===== config.mk =====
export PLATFORM = sky130hd
export DESIGN_NAME = wdtc_top
export DESIGN_NICKNAME = d
export VERILOG_FILES = /design/src/design/wdtc_top.v /design/src/design/wdtc_edge.v
export VERILOG_INCLUDE_DIRS = /design/src /design/src/design
export SDC_FILE = /design/constraint.sdc
export NUM_CORES = 1
export LEC_CHECK = 0
export BUFFER_PORTS_ARGS = -buffer_cell sky130_fd_sc_hd__buf_2
export CAP_MARGIN = 25
export CELL_PAD_IN_SITES_DETAIL_PLACEMENT = 0
export CELL_PAD_IN_SITES_GLOBAL_PLACEMENT = 1
export CORE_AREA = 5 5 147 149
export CTS_CLUSTER_DIAMETER = 120
export DETAILED_ROUTE_END_ITERATION = 16
export DIE_AREA = 0 0 152 154
export GPL_TIMING_DRIVEN = 0
export PLACE_DENSITY_LB_ADDON = 0.1
export SLEW_MARGIN = 10
export SYNTH_ARGS = -nofsm -noshare
export SYNTH_HDL_FRONTEND = slang
export SYNTH_SLANG_ARGS = --single-unit

===== constraint.sdc =====
create_clock -name clk_sys_in -period 3.3 [get_ports clk_sys_in]
set_input_delay 0.66 -clock clk_sys_in [delete_from_list [all_inputs] [get_ports clk_sys_in]]
set_output_delay 0.66 -clock clk_sys_in [all_outputs]
set_load 0.01 [all_outputs]

===== src/design/wdtc_map.vh =====
// Purpose: Register map and constants of the watchdog timeout control block
// Assumes: AHB-Lite slave, 32-bit data, one register per aligned word
// Notes:   Offsets are word indices; byte address is index times 4, so 0xf4 maps to 0x3d0
`ifndef WDTC_MAP_VH
`define WDTC_MAP_VH

`define WDTC_IDX_CTRL       8'hf4
`define WDTC_IDX_VALUE      8'hf2
`define WDTC_IDX_UNITS      8'hf1
`define WDTC_IDX_IRQ_STAT   8'hf8
`define WDTC_IDX_IRQ_EN     8'hf9
`define WDTC_IDX_IRQ_CLR    8'hfa
`define WDTC_IDX_TICK       8'hfb

`define WDTC_BIT_STATUS     0
`define WDTC_BIT_FORCE      2
`define WDTC_BIT_KBC_EN     3
`define WDTC_BIT_UNITS      7
`define WDTC_CTRL_RW_MASK   8'h09
`define WDTC_CTRL_RESET     8'h00
`define WDTC_VALUE_RESET    8'h00
`define WDTC_VALUE_OFF      8'h00

`define WDTC_IRQ_W          2
`define WDTC_IRQ_TIMEOUT    0
`define WDTC_IRQ_KBC        1

`define WDTC_HTRANS_NONSEQ  2'b10
`define WDTC_HTRANS_SEQ     2'b11

`define WDTC_TICK_RESET     32'h0000_00c8
`define WDTC_SEC_PER_MIN    8'h3c

`endif


===== src/design/wdtc_top.v =====
// Purpose: Watchdog timeout control with status, force and keyboard-line force
// Assumes: AHB-Lite slave, single word transfers, 200 MHz clk_sys_in
// Notes:   Counter decrements once per unit; unit length from tick register
// What this block does
// - Bit 0 status: 1 timed out, 0 counting
// - Writing force bit raises timeout event at once
// - Force bit write-only, clears by itself
// - Enabled keyboard line rising edge forces timeout
// - Disabled keyboard line is fully ignored
// - Software force works with keyboard path enabled
// - Self-clearing edge pulse ORed with software force
// - Eight-bit timeout count, zero disables
`timescale 1ns/100ps
`default_nettype none
`include "wdtc_map.vh"
module wdtc_top
#(
  parameter [31:0] TICKS_PER_SEC = 32'd200000000
)
(
  input  wire        clk_sys_in,
  input  wire        resetn_in,
  input  wire        hsel_in,
  input  wire [31:0] haddr_in,
  input  wire [1:0]  htrans_in,
  input  wire        hwrite_in,
  input  wire [2:0]  hsize_in,
  input  wire [31:0] hwdata_in,
  input  wire        hready_in,
  output wire        hreadyout_out,
  output wire        hresp_out,
  output reg  [31:0] hrdata_out,
  input  wire        kbc_force_line_in,
  output wire        wdt_timeout_out,
  output wire        irq_out
);
  function [31:0] byte_addr;
    input [7:0] idx;
    begin
      byte_addr = {22'd0, idx, 2'b00};
    end
  endfunction

  reg        wr_pend_r;
  reg [31:0] addr_r;
  reg        ctrl_status_r;
  reg        ctrl_kbc_en_r;
  reg        units_sec_r;
  reg [7:0]  value_r;
  reg [7:0]  count_r;
  reg [31:0] tick_r;
  reg [31:0] tick_cnt_r;
  reg [7:0]  sec_cnt_r;
  reg [`WDTC_IRQ_W-1:0] irq_stat_r;
  reg [`WDTC_IRQ_W-1:0] irq_en_r;
  reg        timeout_evt_r;

  wire kbc_rise;
  wire access  = hsel_in & hready_in & htrans_in[1];
  wire wr_ctrl = wr_pend_r & (addr_r == byte_addr(`WDTC_IDX_CTRL));
  wire sw_force = wr_ctrl & hwdata_in[`WDTC_BIT_FORCE];
  wire kbc_force = kbc_rise & ctrl_kbc_en_r;
  wire unit_tick = (tick_cnt_r == 32'd0) & (~units_sec_r ? (sec_cnt_r == 8'd0) : 1'b1);
  wire expire  = (value_r != `WDTC_VALUE_OFF) & ~ctrl_status_r & unit_tick & (count_r == 8'd1);
  wire evt     = sw_force | kbc_force | expire;

  wdtc_edge u_edge
  (
    .clk_sys_in (clk_sys_in),
    .resetn_in  (resetn_in),
    .level_in   (kbc_force_line_in),
    .rise_out   (kbc_rise)
  );

  assign hreadyout_out   = 1'b1;
  assign hresp_out       = 1'b0;
  assign wdt_timeout_out = timeout_evt_r;
  assign irq_out         = |(irq_stat_r & irq_en_r);

  // Zero-wait slave: address captured, write data used in next cycle
  always @(posedge clk_sys_in)
  begin
    if (!resetn_in)
    begin
      wr_pend_r <= 1'b0;
      addr_r    <= 32'h0000_0000;
    end
    else
    begin
      wr_pend_r <= access & hwrite_in;
      if (access)
        addr_r <= {haddr_in[31:2], 2'b00};
    end
  end

  always @(posedge clk_sys_in)
  begin
    if (!resetn_in)
      hrdata_out <= 32'h0000_0000;
    else if (access & ~hwrite_in)
    begin
      case ({haddr_in[31:2], 2'b00})
        byte_addr(`WDTC_IDX_CTRL):     hrdata_out <= {28'd0, ctrl_kbc_en_r, 2'b00, ctrl_status_r};
        byte_addr(`WDTC_IDX_VALUE):    hrdata_out <= {24'd0, value_r};
        byte_addr(`WDTC_IDX_UNITS):    hrdata_out <= {24'd0, units_sec_r, 7'd0};
        byte_addr(`WDTC_IDX_IRQ_STAT): hrdata_out <= {30'd0, irq_stat_r};
        byte_addr(`WDTC_IDX_IRQ_EN):   hrdata_out <= {30'd0, irq_en_r};
        byte_addr(`WDTC_IDX_TICK):     hrdata_out <= tick_r;
        default:                       hrdata_out <= 32'h0000_0000;
      endcase
    end
  end

  // Registers; hardware set of status wins over software write of zero
  always @(posedge clk_sys_in)
  begin
    if (!resetn_in)
    begin
      ctrl_status_r <= 1'b0;
      ctrl_kbc_en_r <= 1'b0;
      units_sec_r   <= 1'b0;
      value_r       <= `WDTC_VALUE_RESET;
      tick_r        <= `WDTC_TICK_RESET;
      irq_en_r      <= {`WDTC_IRQ_W{1'b0}};
      irq_stat_r    <= {`WDTC_IRQ_W{1'b0}};
      timeout_evt_r <= 1'b0;
    end
    else
    begin
      timeout_evt_r <= evt;
      if (evt)
        ctrl_status_r <= 1'b1;
      else if (wr_ctrl)
        ctrl_status_r <= hwdata_in[`WDTC_BIT_STATUS];
      if (wr_ctrl)
        ctrl_kbc_en_r <= hwdata_in[`WDTC_BIT_KBC_EN];
      if (wr_pend_r & (addr_r == byte_addr(`WDTC_IDX_VALUE)))
        value_r <= hwdata_in[7:0];
      if (wr_pend_r & (addr_r == byte_addr(`WDTC_IDX_UNITS)))
        units_sec_r <= hwdata_in[`WDTC_BIT_UNITS];
      if (wr_pend_r & (addr_r == byte_addr(`WDTC_IDX_TICK)))
        tick_r <= hwdata_in;
      if (wr_pend_r & (addr_r == byte_addr(`WDTC_IDX_IRQ_EN)))
        irq_en_r <= hwdata_in[`WDTC_IRQ_W-1:0];
      irq_stat_r <= (irq_stat_r &
                     ~((wr_pend_r & (addr_r == byte_addr(`WDTC_IDX_IRQ_CLR))) ?
                       hwdata_in[`WDTC_IRQ_W-1:0] : {`WDTC_IRQ_W{1'b0}}))
                    | {kbc_force, evt};
    end
  end

  // Unit timebase and countdown; reloaded while counting is idle
  always @(posedge clk_sys_in)
  begin
    if (!resetn_in)
    begin
      tick_cnt_r <= 32'h0000_0000;
      sec_cnt_r  <= 8'd0;
      count_r    <= `WDTC_VALUE_RESET;
    end
    else
    begin
      tick_cnt_r <= (tick_cnt_r == 32'd0) ? tick_r - 32'd1 : tick_cnt_r - 32'd1;
      if (tick_cnt_r == 32'd0)
        sec_cnt_r <= (sec_cnt_r == 8'd0) ? `WDTC_SEC_PER_MIN - 8'd1 : sec_cnt_r - 8'd1;
      // An empty count must reload too, else a fresh value never starts
      if ((value_r == `WDTC_VALUE_OFF) | ctrl_status_r | (count_r == 8'd0))
        count_r <= value_r;
      else if (unit_tick & (count_r != 8'd0))
        count_r <= count_r - 8'd1;
    end
  end
endmodule
`default_nettype wire


===== src/design/wdtc_edge.v =====
// Purpose: Synchronise a level and give one pulse per rising edge
// Assumes: Input may be asynchronous to clk_sys_in
// Notes:   Pulse self-clears after one cycle however long the line stays high
`timescale 1ns/100ps
`default_nettype none
module wdtc_edge
(
  input  wire clk_sys_in,
  input  wire resetn_in,
  input  wire level_in,
  output wire rise_out
);
  reg sync1_r;
  reg sync2_r;
  reg prev_r;

  always @(posedge clk_sys_in)
  begin
    if (!resetn_in)
    begin
      sync1_r <= 1'b0;
      sync2_r <= 1'b0;
      prev_r  <= 1'b0;
    end
    else
    begin
      sync1_r <= level_in;
      sync2_r <= sync1_r;
      prev_r  <= sync2_r;
    end
  end

  assign rise_out = sync2_r & ~prev_r;
endmodule
`default_nettype wire


==> flow_summary.yaml, run 1 <==
clock_network:
  cts_buffer_depth: 2
  cts.sinks: 162
  cts_max_level: 4
  holdBufCountCts: 0
  clk_pin_slew_worst_paths_ps: 70
  tritoncts: "done"
  clock_latency_ps: 440
  cts_buffers: 17
  ctsRootBufferMaster: "clkbuf_16"
cells_and_area:
  num-nets-final: 1124
  post_route_cells_drive_above_1_share_pct: 16.1
  fillCellCount: 2086
  diodes: 0
  syn_to_final_growth_pct: 19.7
  finalNonFillerCells: 1326
timing:
  fin_crit_sh_pct: 94.7
  hold_viol: 0
  rsz0062_at_grt: "false"
  clock.fmax_ghz: 0.320
  maxSlewViolCount: 0
  tns_ps: 0
  skew_ps: 17.4
  finalSetupViolations: 0
  fin_hold_ws_ps: 426
  slew_headroom_pct: 37.8
  tightest_slew_ps: 933
  fin_crit_ps: 3120
pwr:
  p_seq_share_pct: 32.3
  power_w: 0.00739
  p_switching_w: 0.00290
  vdd_drop_max_mv: 0.422
  power_density_nw_per_um2: 818
  power_frac_comb_pct: 39.9
  power_frac_clock_pct: 27.8
  p_int_w: 0.00449
  netSwitchingFraction_pct: 39.2
  p_leak_nw: 3.34
critical_path:
  cp_slowest_cell: "or4_4"
  start_kind: "register"
  crit_type: "reg2reg"
  reg2reg_slack_ps: 180
  critPathTopFamily: "simple AND/OR/NAND/NOR gates"
  critical_path_buf_inv_count: 1
  slowest_delay_ps: 600
  cp.required_ps: 3660
  worstPathCellList: "or4_4 -> nor4_4 -> and3_2 -> buf_6 -> a21oi_1 -> ha_1 -> nor2b_4 -> nand2_2 -> or2_2 -> nor2_4 -> a31o_2 -> a21oi_1"
  worst-path-max-fanout: 19
  crit_arrival_ps: 3490
  cp-end-kind: "register"
  crit_top_cell: "a21oi_1"
floorplanning:
  core_area_um2: 20000
  die_h_um: 154
  num_rows: 52
  dieWidth_um: 152
  dieArea_um2: 23400
  pin_count: 111
  start_util_pct: 37.6
synth:
  synthArstFlopShare_pct: 0
  avgSynthCellArea_um2: 8.15
  ys_warn_count: 0
  synth_xor_area_share_pct: 3.37
  synth.top_cells.by_area: "dfxtp_1 (43%), a21oi_1 (7.6%), nand2_1 (6.6%), mux2i_1 (6.2%), nor2_1 (5.6%)"
  synthFlopType: "dfxtp_1"
  synth_top_area_cell: "dfxtp_1"
  synth_enable_flop_cells: 0
  syn_area_um2: 7540
  synth_compound_area_share_pct: 14.8
  synth_cells: 925
  synth_top_area_share_pct: 43.0
  syn_nets: 1006
  synth-simple-area-share_pct: 27.5
  synth_cell_type_count: 66
  yosys_register_bits: 162
  post-synth-top-count-cell: "dfxtp_1"
  synthMuxAreaShare_pct: 6.54
  yosys-top-cells-count: "dfxtp_1 (162), nand2_1 (132), a21oi_1 (114)"
  synth_top_family_by_area: "simple AND/OR/NAND/NOR gates"
  ys_seq_area_share_pct: 43.0
  synthAdderAreaFrac_pct: 0.995
global_route:
  grt_use_total_pct: 19.6
  grt_max_degree: 20
  gr-total-overflow: 0
  grt_pass1_wl_um: 36900
  grt_pass1_vias: 6673
  antenna_found_initial: 2
place:
  gp_congestion: 0.826
  dp_hpwl_um: 17800
  dp_cells: 1296
  numPortBuffers: 101
drt:
  vias: 6906
  drc: 0
  via_per_inst: 5.21
  routed_wl_um: 23500
  first_pass_iters: 5
  wire_per_inst_um: 17.7
  ant_nets: 0
  drtIter0Drc: 386
min_path:
  worstHoldPathType: "in2reg"
run_status:
  outcome: "finished clean"
job:
  cap_violations: 0
[logic make-up after synthesis]
group	count (synthesis)
AND/OR/NAND/NOR	421
AO/OA/AOI/OAI	189
flip-flops	162
buffers and inverters	67
multiplexers	49
XOR/XNOR	29
adder cells (fa/ha/maj)	6
other	2
[metal layers]
layer | routed length, um | up-vias | share of wire [%] | track usage (%)
met5 | 17 | - | 0.072 | 0
met4 | 350 | 4 | 1.5 | 5.35
met3 | 1050 | 27 | 4.5 | 4.72
met2 | 11000 | 160 | 47 | 32.3
met1 | 11100 | 3199 | 47 | 25.7
li1 | - | 3516 | - | -
[layout make-up]
cell class              instances  area (um2)  share of cell area, %
clock buffers                  20         457                   5.06
flip-flops and latches        162        3240                   35.9
well taps                     270         338                   3.74
repair buffers                103         520                   5.76
inverters                      11        41.3                  0.457
plain buffers                  52         226                   2.51
multi-input cells             696        4060                   44.9
clock inverters                12         146                   1.62
[cell usage in the layout (no fill, tap or decap), drive strengths merged, types with 7 or more instances in the layout]
cell      n
nand3b    7
mux2i    47
inv      17
xor2     12
nor3     29
nor2    114
o21ai    21
clkbuf   62
or3       9
nand2   132
dfxtp   162
buf     113
or4       9
nand4    13
nand3    48
and3     10
a21oi   114
a211oi   11
nor4     24
xnor2    17
[state kept, by name, summed over array words and instances (netlist names), 2 cells and up]
| name | cells |
|---|---|
| tick_r | 32 |
| value_r | 8 |
| count_r | 8 |
| sec_cnt_r | 8 |
| tick_cnt_r | 32 |
| addr_r | 30 |
| hrdata_out | 32 |
| irq_stat_r | 2 |
| irq_en_r | 2 |
[what timing repair did]
action,4_1_cts,5_1_grt
setup endpoints to repair,14,8
pin swaps,2,1
gates resized for setup,7,4
cloned,0,0
buffers inserted,2,0
[power by group through the flow]
stage / Clock, W / Sequential [W] / Combinational [W]
after global placement: 0 / 0.00242 / 0.00287
after floorplan: 0 / 0.00235 / 0.00223
after CTS: 0.00210 / 0.00237 / 0.00293
final: 0.00205 / 0.00238 / 0.00295
after detailed placement: 0 / 0.00241 / 0.00287
after global routing: 0.00217 / 0.00242 / 0.00323
[stage by stage]
stage / area (um2) / util (%) / worst slack (ps)
final: 9030 / 45.1 / 175
after global placement: 8390 / 41.8 / -665
after detailed placement: 8390 / 41.8 / -632
after global routing: 9030 / 45.1 / 16.8
after CTS: 9010 / 45.0 / 88.2
after floorplan: 7540 / - / 184
[final timing paths]
path         cells past startpoint               from        endpoint
min reg2reg                      2     hrdata_out[22]  hrdata_out[22]
max reg2reg                     12     tick_cnt_r[27]  tick_cnt_r[22]
max                             12     tick_cnt_r[27]  tick_cnt_r[22]
min                              2  kbc_force_line_in  u_edge.sync1_r
(Power assumes the default switching activity.)
==> run 2, diff against run 1 <==
--- a/config.mk
+++ b/config.mk
@@ -10,11 +10,10 @@
 export CAP_MARGIN = 25
 export CELL_PAD_IN_SITES_DETAIL_PLACEMENT = 0
 export CELL_PAD_IN_SITES_GLOBAL_PLACEMENT = 1
-export CORE_AREA = 5 5 147 149
+export CORE_AREA = 2 2 144 146
 export CTS_CLUSTER_DIAMETER = 120
 export DETAILED_ROUTE_END_ITERATION = 16
-export DIE_AREA = 0 0 152 154
-export GPL_TIMING_DRIVEN = 0
+export DIE_AREA = 0 0 146 148
 export PLACE_DENSITY_LB_ADDON = 0.1
 export SLEW_MARGIN = 10
 export SYNTH_ARGS = -nofsm -noshare
==> flow_summary.yaml, run 2 (synthesized netlist as in run 1, its figures left out) <==
pwr:
  power_w: 0.00733
  p_switching_w: 0.00289
  p_int_w: 0.00444
  p_seq_share_pct: 32.2
  power_density_nw_per_um2: 818
  netSwitchingFraction_pct: 39.4
  power_frac_clock_pct: 26.5
  p_leak_nw: 3.35
  vdd_drop_max_mv: 0.385
  power_frac_comb_pct: 41.3
global_route:
  gr-total-overflow: 0
  grt_pass1_vias: 6583
  grt_max_degree: 107
  antenna_found_initial: 2
  grt_pass1_wl_um: 34900
  grt_use_total_pct: 20.3
cells_and_area:
  post_route_cells_drive_above_1_share_pct: 17.8
  syn_to_final_growth_pct: 18.9
  diodes: 0
  top_regs: "hrdata_out x32, tick_cnt_r x32, tick_r x32"
  fillCellCount: 2089
  final_common_cell: "dfxtp_1"
  num-nets-final: 1095
  final_cell_mix: "dfxtp_1 (162), nand2_1 (132), a21oi_1 (114), nor2_1 (111), buf_2 (102)"
  finalNonFillerCells: 1297
clock_network:
  holdBufCountCts: 0
  cts.sinks: 162
  clock_latency_ps: 440
  cts_max_level: 4
  ctsRootBufferMaster: "clkbuf_16"
  cts_buffer_depth: 2
  cts_resized: 0
  post_cts_buffers: 0
  tritoncts: "done"
  cts_buffers: 17
  clk_pin_slew_worst_paths_ps: 70
timing:
  slew_headroom_pct: 55.6
  tns_ps: 0
  clock.fmax_ghz: 0.322
  fin_crit_ps: 3100
  hold_viol: 0
  tightest_slew_ps: 658
  finalSetupViolations: 0
  maxSlewViolCount: 0
  setup_ws_ps: 196
  fin_crit_sh_pct: 94.1
  rsz0062_at_grt: "false"
  skew_ps: 13.8
  fin_hold_ws_ps: 426
critical_path:
  start_kind: "register"
  worstPathCellList: "or4_4 -> nor4_4 -> and3_2 -> a21oi_1 -> ha_1 -> nor2b_1 -> nand2_1 -> or2_2 -> nor2_4 -> a31o_2 -> a21oi_1"
  crit_arrival_ps: 3470
  critPathTopFamily: "simple AND/OR/NAND/NOR gates"
  crit_type: "reg2reg"
  cp.required_ps: 3660
  slowest_delay_ps: 570
  worst-path-max-fanout: 6
  cp-end-kind: "register"
  cp_slowest_cell: "or4_4"
  critical_path_buf_inv_count: 0
  crit_top_cell: "a21oi_1"
drt:
  ant_nets: 0
  vias: 6860
  drtIter0Drc: 342
  wire_per_inst_um: 16.9
  routed_wl_um: 21900
  drc: 0
  via_per_inst: 5.29
  first_pass_iters: 7
floorplanning:
  num_rows: 52
  dieWidth_um: 146
  core_area_um2: 20000
  start_util_pct: 37.6
  die_h_um: 148
  pin_count: 111
  dieArea_um2: 21600
place:
  dp_hpwl_um: 15500
  dpl_worst_slack_ps: 221
  numPortBuffers: 102
  dp_cells: 1264
  gp_congestion: 0.795
job:
  cap_violations: 0
min_path:
  worstHoldPathType: "in2reg"
run_status:
  outcome: "finished clean"
-- run 2: cell types whose count changed in the layout (fill, tap and decap cells not counted), sizes merged --
cell,previous run,this run
buf,113,126
clkbuf,62,19
clkinv,2,8
inv,17,14
clkinvlp,2,1
bufinv,2,1
-- run 2: worst register-to-register path, delay by kind of cell (launching register included) --
| kind | cells | cell delay [ps] |
|---|---|---|
| fa+ha+maj | 1 | 230 |
| compound gates | 3 | 440 |
| flops | 1 | 360 |
| simple gates | 7 | 1990 |
-- run 2: per-layer routing --
layer  share of wire [%]  vias to the layer above  GRT usage, %
met5                0.12                        -             0
met4                 1.6                        4          5.83
met3                 4.0                       28          4.78
met2                  46                      128          32.5
met1                  48                     3245          27.5
li1                    -                     3455             -
-- run 2: final timing paths --
check                                       start        endpoint  slack, ps  cells after the start
worst min-delay path            kbc_force_line_in  u_edge.sync1_r        430                      2
worst max register to register     tick_cnt_r[25]  tick_cnt_r[22]        200                     11
worst min register to register     u_edge.sync1_r  u_edge.sync2_r        440                      1
worst max-delay path               tick_cnt_r[25]  tick_cnt_r[22]        200                     11
-- run 2: area by class of cell --
cell class / instances / area, um2 / share of cell area, %
multi-input cells: 696 / 4030 / 44.9
well taps: 270 / 338 / 3.77
flip-flops and latches: 162 / 3240 / 36.2
inverters: 11 / 43.8 / 0.488
clock inverters: 13 / 129 / 1.44
clock buffers: 19 / 443 / 4.94
repair buffers: 126 / 741 / 8.26
-- run 2: power groups by stage --
stage          Clock (W)  Sequential (W)  Combinational [W]
2_1_floorplan          0         0.00235            0.00223
3_3_place_gp           0         0.00240            0.00300
3_5_place_dp           0         0.00240            0.00299
4_1_cts          0.00200         0.00236            0.00301
5_1_grt          0.00207         0.00239            0.00338
6_report         0.00195         0.00236            0.00302
-- run 2: per-stage QoR --
step	util [%]	area (um2)
after detailed placement	41.9	8390
after global placement	41.9	8390
after floorplan	-	7540
final	44.7	8970
after global routing	44.7	8970
after CTS	44.7	8960
